--- src/rtl/cetm_pkg.sv ---
// Package of the instruction cycle-accounting block: modes, cost tables, bus timing.
// Assumes a 16-bit bus core whose bus cycles run on the same clock as this block.
package cetm_pkg;

	// ****************************************
	// Operand addressing modes
	// ****************************************
	typedef enum logic [3:0] {
		CETM_DREG = 4'h0, // data_reg_operand direct
		CETM_AREG = 4'h1, // addr_reg_operand direct
		CETM_IND = 4'h2,
		CETM_POSTINC = 4'h3,
		CETM_PREDEC = 4'h4,
		CETM_DISP16 = 4'h5,
		CETM_INDEX = 4'h6, // with index_reg_operand
		CETM_ABS_W = 4'h7,
		CETM_ABS_L = 4'h8,
		CETM_PC_DISP = 4'h9,
		CETM_PC_INDEX = 4'hA,
		CETM_IMM = 4'hB
	} cetm_mode_t;

	// ****************************************
	// Timing counts
	// ****************************************
	localparam int CETM_NMODES = 12;
	localparam logic [7:0] CETM_BUS_CLKS = 8'h04; // Clocks per zero-wait bus cycle
	localparam logic [1:0] CETM_PH_WAIT = 2'h2; // Phase where wait states stretch
	localparam logic [1:0] CETM_PH_LAST = 2'h3;
	localparam logic [7:0] CETM_FETCH_CLK = 8'h04; // Opcode fetch of a move
	localparam logic [3:0] CETM_FETCH_RD = 4'h1;

	// ****************************************
	// Source operand costs, indexed by mode
	// ****************************************
	localparam logic [7:0] CETM_SRC_CLK_BW [CETM_NMODES] =
		'{8'h00, 8'h00, 8'h04, 8'h04, 8'h06, 8'h08, 8'h0A, 8'h08, 8'h0C, 8'h08, 8'h0A, 8'h04};
	localparam logic [3:0] CETM_SRC_RD_BW [CETM_NMODES] =
		'{4'h0, 4'h0, 4'h1, 4'h1, 4'h1, 4'h2, 4'h2, 4'h2, 4'h3, 4'h2, 4'h2, 4'h1};
	localparam logic [7:0] CETM_SRC_CLK_L [CETM_NMODES] =
		'{8'h00, 8'h00, 8'h08, 8'h08, 8'h0A, 8'h0C, 8'h0E, 8'h0C, 8'h10, 8'h0C, 8'h0E, 8'h08};
	localparam logic [3:0] CETM_SRC_RD_L [CETM_NMODES] =
		'{4'h0, 4'h0, 4'h2, 4'h2, 4'h2, 4'h3, 4'h3, 4'h3, 4'h4, 4'h3, 4'h3, 4'h2};

	// ****************************************
	// Destination operand costs, indexed by mode
	// ****************************************
	localparam logic [7:0] CETM_DST_CLK_BW [CETM_NMODES] =
		'{8'h00, 8'h00, 8'h04, 8'h04, 8'h04, 8'h08, 8'h0A, 8'h08, 8'h0C, 8'h00, 8'h00, 8'h00};
	localparam logic [3:0] CETM_DST_RD_BW [CETM_NMODES] =
		'{4'h0, 4'h0, 4'h0, 4'h0, 4'h0, 4'h1, 4'h1, 4'h1, 4'h2, 4'h0, 4'h0, 4'h0};
	localparam logic [3:0] CETM_DST_WR_BW [CETM_NMODES] =
		'{4'h0, 4'h0, 4'h1, 4'h1, 4'h1, 4'h1, 4'h1, 4'h1, 4'h1, 4'h0, 4'h0, 4'h0};
	localparam logic [7:0] CETM_DST_CLK_L [CETM_NMODES] =
		'{8'h00, 8'h00, 8'h08, 8'h08, 8'h08, 8'h0C, 8'h0E, 8'h0C, 8'h10, 8'h00, 8'h00, 8'h00};
	localparam logic [3:0] CETM_DST_RD_L [CETM_NMODES] =
		'{4'h0, 4'h0, 4'h0, 4'h0, 4'h0, 4'h1, 4'h1, 4'h1, 4'h2, 4'h0, 4'h0, 4'h0};
	localparam logic [3:0] CETM_DST_WR_L [CETM_NMODES] =
		'{4'h0, 4'h0, 4'h2, 4'h2, 4'h2, 4'h2, 4'h2, 4'h2, 4'h2, 4'h0, 4'h0, 4'h0};

endpackage

--- src/rtl/cetm_core.sv ---
// Cycle accounting engine for effective-address and move timing.
// A request names the operand modes and size; the block looks up the clock and
// bus-cycle budget, then plays it out: idle clocks first, then reads, then writes.
// Assumes all inputs are synchronous to clk.
`timescale 1ns/1ps

// Function
// (RULE1) Zero-wait read and write take four clocks
// (RULE2) Wait states stretch cycles, add to total
// (RULE3) Timing is clocks plus reads plus writes
// (RULE4) Leftover clocks are bus-idle internal work
// (RULE5) Total includes fetch, operand fetch and store
// (RULE6) Address calculation never writes the bus
// (RULE7) Register direct modes cost nothing
// (RULE8) Indirect, postincrement: 4/1, long 8/2
// (RULE9) Predecrement 6/10, displacement 8/12 clocks
// (RULE10) Indexed 10/14, absolute short 8/12
// (RULE11) Absolute long 12/16, PC displacement 8/12
// (RULE12) PC indexed 10/14, immediate 4/8
// (RULE13) Index register size does not matter
// (RULE14) Move sums fetch, source reads, destination writes
// (RULE15) Byte/word move register, memory, absolute costs
// (RULE16) Long move register, memory, absolute costs
// (RULE17) Idle is total minus bus clocks; flag negative
module cetm_core (
	input wire logic clk, // Processor clock, 200 MHz
	input wire logic rst_b, // Sync reset, active low
	input wire logic start, // Request pulse, taken when idle
	input wire logic op_move, // 1: move, 0: address calculation
	input wire logic op_long, // Long operand size
	input wire cetm_pkg::cetm_mode_t src_mode, // Source operand mode
	input wire cetm_pkg::cetm_mode_t dst_mode, // Destination mode (move only)
	input wire logic mem_ready, // Memory ready, low inserts waits
	output logic busy, // Request in progress
	output logic done, // One-cycle end pulse
	output logic bus_rd, // Read bus cycle active
	output logic bus_wr, // Write bus cycle active
	output logic [1:0] bus_phase, // Phase of the bus cycle
	output logic [7:0] total_clocks, // Budgeted clocks
	output logic [3:0] read_count, // Budgeted reads
	output logic [3:0] write_count, // Budgeted writes
	output logic [7:0] idle_count, // Budgeted idle clocks
	output logic [15:0] elapsed, // Clocks spent incl. waits
	output logic [15:0] wait_count, // Wait clocks inserted
	output logic table_err, // Idle came out negative
	output logic mode_err // Illegal mode requested
);
	import cetm_pkg::*;

	typedef enum logic [1:0] {
		CETM_S_IDLE = 2'b00,
		CETM_S_LOAD = 2'b01,
		CETM_S_RUN = 2'b10,
		CETM_S_END = 2'b11
	} cetm_fsm_t;

	typedef struct packed {
		cetm_fsm_t fsm;
		logic mv;
		logic lng;
		cetm_mode_t src;
		cetm_mode_t dst;
		logic [7:0] total;
		logic [3:0] rd;
		logic [3:0] wr;
		logic [7:0] idle;
		logic [7:0] idle_left;
		logic [3:0] rd_left;
		logic [3:0] wr_left;
		logic bus_rd;
		logic bus_wr;
		logic busy;
		logic done;
		logic table_err;
		logic mode_err;
		logic [15:0] elapsed;
		logic [15:0] waits;
	} cetm_state_t;

	cetm_state_t st;
	cetm_state_t next_st;

	logic [7:0] src_clk;
	logic [3:0] src_rd;
	logic [3:0] src_wr;
	logic src_bad;
	logic [7:0] dst_clk;
	logic [3:0] dst_rd;
	logic [3:0] dst_wr;
	logic dst_bad;
	logic eng_active;
	logic [1:0] eng_phase;
	logic eng_wait;
	logic eng_last;
	logic go;
	logic [7:0] sum_clk;
	logic [3:0] sum_rd;
	logic [3:0] sum_wr;
	logic [6:0] bus_clks;
	logic [8:0] idle_raw;
	logic work_left;
	logic bus_free;

	// ****************************************
	// Operand cost lookups
	// ****************************************
	cetm_ea_cost #(.DEST(1'b0)) u_src_cost (
		.mode(st.src),
		.lng(st.lng),
		.clk_cost(src_clk),
		.rd_cost(src_rd),
		.wr_cost(src_wr),
		.bad(src_bad)
	);

	cetm_ea_cost #(.DEST(1'b1)) u_dst_cost (
		.mode(st.dst),
		.lng(st.lng),
		.clk_cost(dst_clk),
		.rd_cost(dst_rd),
		.wr_cost(dst_wr),
		.bad(dst_bad)
	);

	// ****************************************
	// Bus cycle sequencer
	// ****************************************
	cetm_bus_engine u_bus (
		.clk(clk),
		.rst_b(rst_b),
		.go(go),
		.mem_ready(mem_ready),
		.active(eng_active),
		.phase(eng_phase),
		.wait_clk(eng_wait),
		.last(eng_last)
	);

	// Budget: move adds fetch and destination, address calculation is source only
	always_comb begin
		sum_clk = src_clk; // RULE7 RULE13
		sum_rd = src_rd;
		sum_wr = src_wr; // RULE6
		if (st.mv) begin
			sum_clk = CETM_FETCH_CLK + src_clk + dst_clk; // RULE14 RULE5
			sum_rd = CETM_FETCH_RD + src_rd + dst_rd; // RULE15 RULE16
			sum_wr = dst_wr;
		end
		bus_clks = {3'h0, sum_rd} + {3'h0, sum_wr};
		bus_clks = {bus_clks[4:0], 2'b00}; // Four clocks per bus cycle
		idle_raw = {1'b0, sum_clk} - {2'b00, bus_clks}; // RULE17 RULE4
	end

	// Issue control: next bus cycle follows the last idle clock or the previous cycle
	always_comb begin
		work_left = (st.rd_left != 4'h0) || (st.wr_left != 4'h0);
		bus_free = !eng_active || eng_last;
		go = (st.fsm == CETM_S_RUN) && work_left &&
			((st.idle_left == 8'h01) || (st.idle_left == 8'h00 && bus_free)); // RULE4
	end

	// ****************************************
	// Control state machine
	// ****************************************
	always_comb begin
		next_st = st;
		next_st.done = 1'b0;
		case (st.fsm)
			CETM_S_IDLE: begin
				if (start) begin
					next_st.fsm = CETM_S_LOAD;
					next_st.mv = op_move;
					next_st.lng = op_long;
					next_st.src = src_mode;
					next_st.dst = dst_mode;
					next_st.busy = 1'b1;
					next_st.table_err = 1'b0;
					next_st.mode_err = 1'b0;
					next_st.elapsed = 16'h0000;
					next_st.waits = 16'h0000;
				end
			end
			CETM_S_LOAD: begin
				next_st.total = sum_clk; // RULE3
				next_st.rd = sum_rd;
				next_st.wr = sum_wr;
				next_st.idle = idle_raw[7:0];
				next_st.idle_left = idle_raw[7:0];
				next_st.rd_left = sum_rd;
				next_st.wr_left = sum_wr;
				next_st.mode_err = src_bad || (st.mv && dst_bad);
				next_st.table_err = idle_raw[8]; // RULE17
				if (src_bad || (st.mv && dst_bad) || idle_raw[8]) begin
					next_st.fsm = CETM_S_END;
				end else begin
					next_st.fsm = CETM_S_RUN;
				end
			end
			CETM_S_RUN: begin
				if (st.idle_left != 8'h00) begin
					next_st.idle_left = st.idle_left - 8'h01; // RULE4
					next_st.elapsed = st.elapsed + 16'h0001;
				end else if (eng_active) begin
					next_st.elapsed = st.elapsed + 16'h0001; // RULE2
				end
				if (eng_wait) begin
					next_st.waits = st.waits + 16'h0001; // RULE2
				end
				if (go) begin
					next_st.bus_rd = (st.rd_left != 4'h0);
					next_st.bus_wr = (st.rd_left == 4'h0);
					if (st.rd_left != 4'h0) begin
						next_st.rd_left = st.rd_left - 4'h1;
					end else begin
						next_st.wr_left = st.wr_left - 4'h1;
					end
				end else if (eng_last) begin
					next_st.bus_rd = 1'b0;
					next_st.bus_wr = 1'b0;
				end
				if (!work_left && st.idle_left == 8'h00 && bus_free) begin
					next_st.fsm = CETM_S_END;
				end
			end
			CETM_S_END: begin
				next_st.fsm = CETM_S_IDLE;
				next_st.busy = 1'b0;
				next_st.done = 1'b1;
			end
			default: begin
				next_st.fsm = CETM_S_IDLE;
			end
		endcase
	end

	// Registered state
	always_ff @(posedge clk) begin
		if (!rst_b) begin
			st <= '0;
		end else begin
			st <= next_st;
		end
	end

	// ****************************************
	// Outputs
	// ****************************************
	assign busy = st.busy;
	assign done = st.done;
	assign bus_rd = st.bus_rd;
	assign bus_wr = st.bus_wr;
	assign bus_phase = eng_phase;
	assign total_clocks = st.total;
	assign read_count = st.rd;
	assign write_count = st.wr;
	assign idle_count = st.idle;
	assign elapsed = st.elapsed;
	assign wait_count = st.waits;
	assign table_err = st.table_err;
	assign mode_err = st.mode_err;

	logic [3:0] seen_rd;
	logic [3:0] seen_wr;

	// Completed bus cycles of the current request
	always_ff @(posedge clk) begin
		if (!rst_b || st.fsm == CETM_S_LOAD) begin
			seen_rd <= 4'h0;
			seen_wr <= 4'h0;
		end else if (eng_last) begin
			seen_rd <= seen_rd + {3'h0, st.bus_rd};
			seen_wr <= seen_wr + {3'h0, st.bus_wr};
		end
	end
endmodule // cetm_core

--- src/rtl/cetm_ea_cost.sv ---
// Operand cost lookup: clocks, reads and writes for one operand mode and size.
// Purely combinational; the caller registers what it keeps.
`timescale 1ns/1ps
module cetm_ea_cost #(
	parameter bit DEST = 1'b0 // 1: destination (store) costs
) (
	input wire cetm_pkg::cetm_mode_t mode, // Operand mode
	input wire logic lng, // Long operand
	output logic [7:0] clk_cost, // Clock periods
	output logic [3:0] rd_cost, // Read bus cycles
	output logic [3:0] wr_cost, // Write bus cycles
	output logic bad // Mode not legal here
);
	import cetm_pkg::*;

	// ****************************************
	// Table lookup
	// ****************************************
	always_comb begin
		clk_cost = 8'h00;
		rd_cost = 4'h0;
		wr_cost = 4'h0;
		bad = (mode > CETM_IMM) || (DEST && mode > CETM_ABS_L);
		if (!bad) begin
			if (DEST) begin
				clk_cost = lng ? CETM_DST_CLK_L[mode] : CETM_DST_CLK_BW[mode]; // RULE15 RULE16
				rd_cost = lng ? CETM_DST_RD_L[mode] : CETM_DST_RD_BW[mode];
				wr_cost = lng ? CETM_DST_WR_L[mode] : CETM_DST_WR_BW[mode];
			end else begin
				clk_cost = lng ? CETM_SRC_CLK_L[mode] : CETM_SRC_CLK_BW[mode]; // RULE8 RULE9 RULE10
				rd_cost = lng ? CETM_SRC_RD_L[mode] : CETM_SRC_RD_BW[mode]; // RULE11 RULE12 RULE7
				wr_cost = 4'h0; // RULE6
			end
		end
	end

endmodule // cetm_ea_cost

--- src/rtl/cetm_bus_engine.sv ---
// Bus cycle sequencer: four phases per cycle, stretched in phase 2 by wait states.
// Assumes mem_ready is synchronous to clk.
`timescale 1ns/1ps
module cetm_bus_engine (
	input wire logic clk, // Processor clock
	input wire logic rst_b, // Sync reset, active low
	input wire logic go, // Start a bus cycle next clock
	input wire logic mem_ready, // Memory can finish this cycle
	output logic active, // Bus cycle in progress
	output logic [1:0] phase, // Current phase
	output logic wait_clk, // This clock is a wait state
	output logic last // Last clock of the cycle
);
	import cetm_pkg::*;

	typedef struct packed {
		logic active;
		logic [1:0] phase;
	} cetm_eng_t;

	cetm_eng_t st;
	cetm_eng_t next_st;

	// ****************************************
	// Phase stepping
	// ****************************************
	always_comb begin
		next_st = st;
		wait_clk = st.active && st.phase == CETM_PH_WAIT && !mem_ready; // RULE2
		last = st.active && st.phase == CETM_PH_LAST;
		if (go) begin
			next_st.active = 1'b1;
			next_st.phase = 2'h0;
		end else if (last) begin
			next_st.active = 1'b0;
			next_st.phase = 2'h0;
		end else if (st.active && !wait_clk) begin
			next_st.phase = st.phase + 2'h1; // RULE1
		end
	end

	// Registered state
	always_ff @(posedge clk) begin
		if (!rst_b) begin
			st <= '0;
		end else begin
			st <= next_st;
		end
	end

	assign active = st.active;
	assign phase = st.phase;

endmodule // cetm_bus_engine

--- config.mk ---
export PLATFORM = sky130hd
export DESIGN_NAME = cetm_core
export DESIGN_NICKNAME = d
export VERILOG_FILES = /design/src/rtl/cetm_pkg.sv /design/src/rtl/cetm_core.sv /design/src/rtl/cetm_ea_cost.sv /design/src/rtl/cetm_bus_engine.sv
export SDC_FILE = /design/constraint.sdc
export NUM_CORES = 1
export LEC_CHECK = 0
export BUFFER_PORTS_ARGS = -buffer_cell sky130_fd_sc_hd__buf_4
export CAP_MARGIN = 20
export CELL_PAD_IN_SITES_DETAIL_PLACEMENT = 0
export CELL_PAD_IN_SITES_GLOBAL_PLACEMENT = 1
export CORE_UTILIZATION = 40
export CTS_BUF_LIST = sky130_fd_sc_hd__clkbuf_8 sky130_fd_sc_hd__clkbuf_16
export CTS_CLUSTER_SIZE = 28
export DETAILED_ROUTE_END_ITERATION = 8
export PLACE_DENSITY = 0.78
export SYNTH_ARGS = -nofsm -noshare
export SYNTH_HDL_FRONTEND = slang
export SYNTH_HIERARCHICAL = 1
export SYNTH_SLANG_ARGS = --single-unit
--- constraint.sdc ---
create_clock -name clk -period 9.2 [get_ports clk]
set_clock_uncertainty 0.05 [all_clocks]
set_input_delay 0 -clock clk [delete_from_list [all_inputs] [get_ports clk]]
set_output_delay 0 -clock clk [all_outputs]
set_load 0.01 [all_outputs]
; ---- Yosys cells after proc, flatten, opt, wreduce, memory -nomap -nowiden
; Memories as Yosys holds them, arrays and structs flattened.
; Index checks and enable logic that the tools add are counted.
[word_totals]
input_bits = 14
elab_cells = 161
romBits = 832
output_inout_bits = 64
regBits = 93
mem_count = 9
[op_classes]
mux = 54
magnitude_cmp = 5
eq_ne = 14
bitwise_logic = 3
n_addsub = 12
n_reduce_logical = 42
[memory_table]
columns = name, depth, width, rd, rd_clocked_by_memory_dff, wr, line
row1 = (name not given), 16, 8, 1, 0, 0, cetm_ea_cost.sv:30  ; clk_cost = lng ? CETM_SRC_CLK_L[mode] : CETM_SRC_CLK_BW[mode];
row2 = (name not given), 16, 8, 1, 0, 0, cetm_ea_cost.sv:26  ; clk_cost = lng ? CETM_DST_CLK_L[mode] : CETM_DST_CLK_BW[mode];
row3 = (name not given), 16, 8, 1, 0, 0, cetm_ea_cost.sv:30
row4 = (name not given), 16, 8, 1, 0, 0, cetm_ea_cost.sv:26
row5 = (name not given), 16, 4, 1, 0, 0, cetm_ea_cost.sv:28  ; wr_cost = lng ? CETM_DST_WR_L[mode] : CETM_DST_WR_BW[mode];
row6 = (name not given), 16, 4, 1, 0, 0, cetm_ea_cost.sv:28
row7 = 3 more memories, -, -, -, -, -, -
[op_table]
columns = cell, count
row1 = two-way mux 8 bit, 15
row2 = two-way mux 4 bit, 19
row3 = case mux 32 bit (2 select lines), 1
row4 = two-way mux 16 bit, 3
row5 = two-way mux 34 bit, 1
row6 = adder 16 x 1 -> 16 bit (second input constant), 2
row7 = case mux 16 bit (2 select lines), 1
row8 = > comparator 4 bit (second input constant), 3
row9 = two-way mux 12 bit, 1
row10 = AND reduction 2 bit, 6
row11 = AND reduction 3 bit, 4
row12 = >= comparator 5 bit (second input constant), 2
row13 = logical AND 1 bit, 10
row14 = two-way mux 2 bit, 5
row15 = != test 2 bit (second input constant), 5
row16 = inverter 4 -> 5 bit, 2
row17 = nonzero test 2 bit, 5
row18 = subtractor 8 x 7 -> 9 bit, 1
row19 = adder 3 x 8 -> 8 bit (first input constant), 1
row20 = adder 8 bit, 1
row21 = == test 2 bit (second input constant), 4
row22 = == test 8 x 1 -> 1 bit (second input constant), 1
row23 = zero test 8 bit, 1
row24 = case mux 2 bit (4 select lines), 1
row25 = other kinds (21), 35

; ---- Depth between registers and ports, before layout
; Gate-level depths: netlist (run 1).
[logic_depth]
depth_word = 14
mapped_depth = 23
ltp_nobuf = 22

; ---- Modules after synthesis
; Netlist (run 1), hierarchy kept.
[by_module_without_submodules]
columns = module, cells_per_inst, seq_area_each_um2, area_per_inst_um2, instances
row1 = cetm_core, 658, 1761.7, 5452.7, 1
row2 = cetm_ea_cost (u_src_cost), 35, 0.0, 262.8, 1
row3 = cetm_ea_cost (u_dst_cost), 29, 0.0, 211.5, 1
row4 = cetm_bus_engine, 18, 60.1, 163.9, 1

; ---- Worst setup path before layout (run 1)
; No wires, ideal clock.
[synth_path]
path_type = register to register
start = register st[83] (netlist name)
end = register st[88] (netlist name)
path_stages_with_launch = 22
slack_ps = 4645
setup_time_ps = 95
synth_period_minus_slack_ps = 4555
t_required_ps = 9055
path_buffers = 1
arrival_ps = 4409
path_cell_list = dfxtp_1 inv_1 ha_1 xnor2_1 a21oi_1 o21ai_0 buf_4 inv_1 ha_1 fa_1 xnor2_1 mux2i_1 inv_1 ha_1 a21oi_1 nand2_1 xnor2_1 ha_1 o21a_1 o31a_1 or4b_2 a221oi_1
[synth_between]
elab_cells_between_ends = 30
classes_between = add/sub (6) / order compare (1) / mux (16) / bitwise (1) / reduce/logical (2) / memory (4)
[synth_rtl]
columns = element, line
row1 = start: declaration, cetm_core.sv:80  ; cetm_state_t st;
row2 = start signal: assignment, cetm_core.sv:241  ; st <= next_st;
row3 = inverter 4 -> 5 bit (implied by the code), cetm_ea_cost.sv:30
row4 = memory (16 x 8 bit), -
row5 = two-way mux 8 bit (implied by the code) (2 in series), cetm_ea_cost.sv:30
row6 = two-way mux 8 bit, cetm_ea_cost.sv:30
row7 = two-way mux 8 bit (*), cetm_ea_cost.sv:24  ; if (!bad) begin
row8 = via src_clk[2], cetm_core.sv:83  ; logic [7:0] src_clk;
row9 = adder 3 x 8 -> 8 bit, cetm_core.sv:145  ; sum_clk = CETM_FETCH_CLK + src_clk + dst_clk;
row10 = adder 8 bit, cetm_core.sv:145
row11 = two-way mux 8 bit (*), cetm_core.sv:144  ; if (st.mv) begin
row12 = subtractor 8 x 7 -> 9 bit (*), cetm_core.sv:151  ; idle_raw = {1'b0, sum_clk} - {2'b00, bus_clks};
row13 = logical OR 1 bit (*), cetm_core.sv:193  ; if (src_bad || (st.mv && dst_bad) || idle_raw[8]) begin
row14 = two-way mux 1 bit (*), cetm_core.sv:193
row15 = case mux 2 bit (4 select lines) (*), cetm_core.sv:168  ; case (st.fsm)
; The timed path passes the listed nets; every way through them passes the cells marked *. The select of a mux whose other input is x is not followed.
; A chain may end at the register's enable or synchronous reset.

; ---- Worst setup path after layout (run 1)
; Ends and elaborated chain as after synthesis.

==> run_results.csv, run 1 <==
group,metric,value,unit
timing,rsz0062_at_grt,"no",
global_route,antenna_found_initial,0,
global_route,use_met3,3.34,%
synth,ys_seq_area_share,29.9,%
global_route,grt_pass1_vias,4726,
final_layout,instances_no_fill,948,
timing,tightest_slew,945,ps
cts,root_buffer,"clkbuf_16",
drt,drtAntennaViolNets,0,
setup_path,cpMaxStageDelayCell,"or4b_2",
timing,post-route-min-period,4860,ps
placement,globalplace.congestion,0.823,
timing,fmax,0.206,GHz
final_layout,drive_above_1_share,16.9,%
floorplanning,io_pins,78,
flow_run,cap_violations,0,
cts,clk_latency,350,ps
drt,wl_per_cell,14.3,µm
floorplanning,initial_core_util,41.4,%
setup_path,cp.required,9400,ps
synth,synth_top_area_share,29.9,%
timing,fin_crit_sh,52.9,%
run_status,outcome,"complete, but fails checks",
drt,vias_per_cell,5.24,
placement,placed_area,6320,µm²
pwr,power.switching,0.000800,W
final_layout,area_growth,10.9,%
global_route,grt_usage,17.8,%
final_layout,stdcell_area,6760,µm²
cts,cts_sinks,91,
setup_path,crit_path_max_fanout,6,
global_route,grt_pass1_wl,22.7,mm
synth,netlist_area,6090,µm²
run_status,violations,"DRC",
floorplanning,fp.dieArea,15700,µm²
pwr,swShare,41.1,%
synth,synth_cell_type_count,82,
final_layout,layout_common_cells,"dfxtp_1 (91), buf_4 (80), nor2_1 (79)",
setup_path,criticalPathCategory,"reg -> reg",
synth,ys_seq_elements,91,
synth,ys_top_cells_by_area,"dfxtp_1 (30%), buf_4 (9.4%), ha_1 (8.4%)",
timing,hold_viol_final,0,
drt,drtPass1Iterations,9,
cts,clkTransAtPathRegs,70,ps
synth,synth_top_area_cell,"dfxtp_1",
pwr,pwr-share-comb,50.9,%
synth,yosys_most_used_dff,"dfxtp_1",
cts,cts_resized,0,
synth,postSynthAreaPerCell,8.23,µm²
setup_path,max_stage_delay,650,ps
global_route,grt_overflow,0,
setup_path,worstPathCellList,"inv_1, ha_1, xnor2_1, a21oi_1, o21ai_0, inv_1, ha_1, fa_1, xnor2_1, mux2i_1, inv_1, ha_1, a21oi_1, nand2_1, xnor2_1, ha_1, o21a_1, o31a_1, or4b_2, a221oi_1",
placement,place_inst,920,
floorplanning,die_height,125,µm
pwr,clock_power_share,20.5,%
global_route,grt_start_max_net_pins,46,
timing,tns,0,ps
timing,setup_viol,0,
global_route,busiest_layer,"met2",
placement,dpl.hpwl,10.2,mm
pwr,p_per_area,288,nW/µm²
setup_path,start_kind,"register",
floorplanning,fp.dieW,125,µm
drt,num_vias,4964,
pwr,power_leakage,2.81,nW
pwr,p_total,0.00194,W
pwr,internal-power,0.00114,W
synth,synth_edf_count,0,
drt,drt_iter0_drc,306,
global_route,grtUsageMet1,22.7,%
cts,cts-buffers-inserted,9,
final_layout,final_common_cell,"dfxtp_1",
final_layout,final_nets,818,
floorplanning,core_area,14700,µm²
setup_path,cp.arrival,5060,ps
global_route,use_met2,29.7,%
timing,slew_headroom,36.2,%
cts,cts.path.max_buffers,2,
pwr,p_seq_share,28.6,%
synth,async_flop_share,0,%
setup_path,crit_path_frequent_cell,"ha_1",
cts,cts.htree.levels,3,
synth,yosys_warnings,6,
worst_hold_path,hold_path_class,"in -> reg",
synth,netlist_instances,740,
cts,tritoncts,"done",
floorplanning,rows,44,
drt,drcViolationCount,2,
final_layout,insertedDiodeCount,0,
setup_path,critical_path.endpoint_type,"register",
pwr,peakVddDrop,122,µV
drt,drt_wl_total,13.6,mm
timing,final_max_slew_viol_count,0,
placement,port_buffers,77,
-- metrics by stage --
step / util [%] / worst slack [ps] / hold WS (ps)
floorplan: - / 4650 / 67.5
global placement: 43.0 / 4420 / 201
detailed placement: 43.0 / 4310 / 213
CTS: 45.9 / 4290 / 32.3
global route: 46.0 / 3950 / 81.1
finish: 46.0 / 4340 / 49.5
-- flip-flops by register name (all words and copies together) (netlist names) --
register      flops
st               28
elapsed          16
wait_count       16
total_clocks      8
idle_count        6
read_count        4
write_count       4
u_bus/phase       2
bus_rd            1
bus_wr            1
busy              1
done              1
mode_err          1
table_err         1
u_bus/active      1
-- layer usage --
| layer | wire length, µm | up-vias |
|---|---|---|
| met5 | 0 | - |
| met4 | 272 | 0 |
| met3 | 517 | 22 |
| met2 | 6480 | 94 |
| met1 | 6320 | 2340 |
| li1 | - | 2508 |
-- cells by family (layout without fill, tap and decap cells) --
family,count (synthesis),count (layout),synth area share (%)
XOR/XNOR,36,36,5.40
buffers and inverters,142,151,13.6
AO/OA/AOI/OAI,152,152,16.4
adder cells (fa/ha/maj),45,45,9.74
AND/OR/NAND/NOR,252,252,21.4
multiplexers,20,20,3.47
other,2,17,0.123
flip-flops,91,91,29.9
-- layout make-up --
type	instances	area (µm²)
Clock buffer	9	225
Fill cell	1465	7940
Multi-Input combinational cell	522	3500
Inverter	43	161
Clock inverter	7	92.6
Timing Repair Buffer	92	722
Sequential cell	91	1820
Tap cell	184	230
-- worst paths after layout --
check,startpoint,cells after the start,end,slack [ps]
hold / removal,mem_ready,3,u_bus/phase[1]$_SDFFE_PP0P_,50
setup / recovery,st[83]$_SDFFE_PN0P_,20,st[88]$_SDFFE_PN0P_,4340
hold reg to reg,idle_count[7]$_SDFFE_PN0P_,2,idle_count[7]$_SDFFE_PN0P_,420
setup reg to reg,st[83]$_SDFFE_PN0P_,20,st[88]$_SDFFE_PN0P_,4340
-- worst max-delay path, delay by kind of cell (launching register included) --
family,cells,cell delay [ps]
adders and majority gates,5,1570
muxes,1,340
xor gates and xnor gates,3,380
and+or+nand+nor,2,730
DFF,1,400
AOI/OAI and AO/OA,6,1040
buffers and inverters,3,250
-- what timing repair did --
action,4_1_cts,5_1_grt
hold buffers,11,0
endpoints found under the hold margin,16,0
setup buffers,0,0
-- Yosys cell counts (3+ instances only) --
master     n
nor3_1    13
o31a_1     3
buf_1      3
buf_4     76
nand2b_1  10
a32o_1     3
o21a_1     7
a21oi_1   51
nand3_1   20
nor4_1     4
ha_1      41
nor2_1    79
or2_2      4
mux2i_1   14
nor3b_1    7
fa_1       4
o311ai_0   3
xnor2_1   19
and3_1     4
nand2_1   54
nor2b_1   10
clkbuf_1  19
and2_1    10
dfxtp_1   91
a211oi_1  10
a21o_1     5
nand4_1    8
inv_1     40
o22ai_1    7
xor2_1    16
mux2_2     5
o21ai_0   31
or3_1      6
-- power by group through the flow --
stage | logic [W] | registers, W | clock network [W]
floorplan | 0.000791 | 0.000546 | 0
global placement | 0.000952 | 0.000562 | 0
detailed placement | 0.000974 | 0.000565 | 0
CTS | 0.000983 | 0.000557 | 0.000409
global route | 0.00111 | 0.000571 | 0.000423
finish | 0.000989 | 0.000556 | 0.000399
(Power assumes the default switching activity.)
==> run 2, diff against run 1 <==
==> constraint.sdc (replaced) <==
create_clock -name clk -period 4.9 [get_ports clk]
set_clock_uncertainty 0.05 [all_clocks]
set_input_delay 0 -clock clk [delete_from_list [all_inputs] [get_ports clk]]
set_output_delay 0 -clock clk [all_outputs]
set_load 0.01 [all_outputs]
==> run_results.csv, run 2 (synthesis results as in run 1) <==
group,metric,value,unit
run_status,outcome,"complete, but fails checks",
run_status,violations,"DRC",
floorplanning,rows,44,
global_route,antenna_found_initial,0,
timing,rsz0062_at_grt,"no",
cts,root_buffer,"clkbuf_16",
global_route,busiest_layer,"met2",
timing,tightest_slew,819,ps
setup_path,crit_path_max_fanout,4,
drt,drt_wl_total,13.8,mm
setup_path,rrSetupSlack,300,ps
drt,num_vias,4977,
placement,globalplace.congestion,0.874,
final_layout,final_nets,821,
global_route,use_met2,30.5,%
setup_path,cp.arrival,4800,ps
pwr,peakVddDrop,202,µV
pwr,power.switching,0.00154,W
pwr,swShare,42.6,%
global_route,grt_usage,18.0,%
timing,setup_viol,0,
global_route,use_met3,3.29,%
cts,cts.path.max_buffers,2,
pwr,power_leakage,2.81,nW
setup_path,criticalPathCategory,"reg -> reg",
final_layout,final_common_cell,"dfxtp_1",
final_layout,largest_register_ffs,28,
setup_path,worstPathCellList,"inv_1, ha_1, xnor2_1, a21oi_1, o21ai_2, inv_1, ha_1, fa_1, xnor2_1, mux2i_1, inv_1, ha_4, a21oi_1, nand2_1, xnor2_1, ha_1, o21a_1, o31a_1, or4b_2, a221oi_1",
drt,wl_per_cell,14.5,µm
setup_path,worstRegToRegCells,20,
drt,drtPass1Iterations,7,
setup_path,cpMaxStageDelayCell,"or4b_2",
floorplanning,initial_core_util,41.4,%
cts,cts.htree.levels,3,
floorplanning,fp.dieW,125,µm
final_layout,insertedDiodeCount,0,
setup_path,max_stage_delay,650,ps
setup_path,r2r_end,"st[88]$_SDFFE_PN0P_",
final_layout,instances_no_fill,951,
flow_run,cap_violations,0,
drt,drt_iter0_drc,327,
cts,clkTransAtPathRegs,70,ps
setup_path,critical_path.endpoint_type,"register",
final_layout,nFillCells,1428,
final_layout,top_register,"st",
pwr,clock_power_share,18.6,%
cts,cts-buffers-inserted,9,
cts,clk_latency,350,ps
floorplanning,core_area,14700,µm²
timing,tns,0,ps
global_route,grt_pass1_vias,4723,
placement,dpl.hpwl,10.4,mm
pwr,pwr-share-comb,52.2,%
worst_hold_path,holdPathEnd,"u_bus/phase[1]$_SDFFE_PP0P_",
final_layout,area_growth,11.2,%
cts,cts_sinks,91,
pwr,p_per_area,535,nW/µm²
timing,fmax,0.217,GHz
global_route,grt_overflow,0,
global_route,grtUsageMet1,23.1,%
timing,hold_viol_final,0,
timing,post-route-min-period,4600,ps
pwr,p_total,0.00362,W
setup_path,start_kind,"register",
global_route,grt_start_max_net_pins,46,
timing,fin_crit_sh,93.9,%
floorplanning,io_pins,78,
drt,vias_per_cell,5.23,
worst_hold_path,hold_path_class,"in -> reg",
pwr,internal-power,0.00208,W
pwr,p_seq_share,29.1,%
setup_path,r2r_start,"st[82]$_SDFFE_PN0P_",
placement,port_buffers,77,
cts,tritoncts,"done",
placement,place_inst,923,
final_layout,layout_common_cells,"dfxtp_1 (90), buf_4 (83), nor2_1 (79)",
timing,slew_headroom,45.3,%
final_layout,drive_above_1_share,18.0,%
drt,drtAntennaViolNets,0,
worst_hold_path,hold_start,"mem_ready",
setup_path,cp.required,5100,ps
floorplanning,fp.dieArea,15700,µm²
timing,final_max_slew_viol_count,0,
worst_hold_path,min_path_cells,3,
global_route,grt_pass1_wl,23.0,mm
cts,cts_setup_buffers,0,
floorplanning,die_height,125,µm
drt,drcViolationCount,3,
-- run 2: cell count changes in the layout (fill, tap and decap cells not counted), sizes merged --
cell and change:
buf +3, bufinv -2, clkbuf +1, clkinv +1
clkinvlp +1, inv -1
-- run 2: how the worst max path moves through the flow --
stage / end / cells past startpoint / from
6_report: st[88]$_SDFFE_PN0P_ / 20 / st[82]$_SDFFE_PN0P_
4_1_cts: st[88]$_SDFFE_PN0P_ / 20 / st[83]$_SDFFE_PN0P_
3_5_place_dp: st[88]$_SDFFE_PN0P_ / 20 / st[83]$_SDFFE_PN0P_
5_1_grt: st[88]$_SDFFE_PN0P_ / 20 / st[82]$_SDFFE_PN0P_
3_3_place_gp: st[88]$_SDFFE_PN0P_ / 20 / st[83]$_SDFFE_PN0P_
2_1_floorplan: st[88]$_SDFFE_PN0P_ / 21 / st[83]$_SDFFE_PN0P_
-- run 2: metrics by stage --
stage	area (µm²)	util, %	setup WS (ps)	hold slack (ps)
finish	6770	46.1	297	29.5
global route	6770	46.1	2.86	64.7
CTS	6740	45.8	71.7	11.5
detailed placement	6340	43.1	92.1	209
global placement	6340	43.1	280	207
floorplan	6150	-	345	67.5
-- run 2: metal layers --
layer  up-vias  routed length [µm]
met5         -                   0
met4         0                 168
met3        15                 563
met2       107                6710
met1      2345                6330
li1       2510                   -
-- run 2: final cells by class --
type                       instances  area [µm²]  share of cell area [%]
clock buffer                      10         239                    3.53
clock inverter                     6        48.8                   0.721
inverter                          43         161                    2.38
multi-input combinational        522        3520                    52.0
sequential                        91        1820                    26.9
tap                              184         230                    3.40
timing repair buffer              95         744                    11.0
-- run 2: power by group through the flow --
stage	registers (W)	clock network, W	logic [W]
after global routing	0.00108	0.000728	0.00210
final	0.00105	0.000674	0.00189
after CTS	0.00105	0.000691	0.00186
after detailed placement	0.00107	0	0.00185
after global placement	0.00106	0	0.00179
after floorplan	0.00103	0	0.00149
-- run 2: repair_timing --
action	CTS	global route
hold buffers	11	0
setup endpoints to repair	0	6
resized for setup	0	5
hold endpoints to repair	19	0
-- run 2: critical path, delay by kind of cell, from the launching register on --
kind / cells / cell delay, ps
DFF: 1 / 350
and+or+nand+nor: 2 / 730
AOI/OAI and AO/OA: 6 / 1000
adders and majority gates: 5 / 1530
xor gates and xnor gates: 3 / 410
muxes: 1 / 190
buffers and inverters: 3 / 250
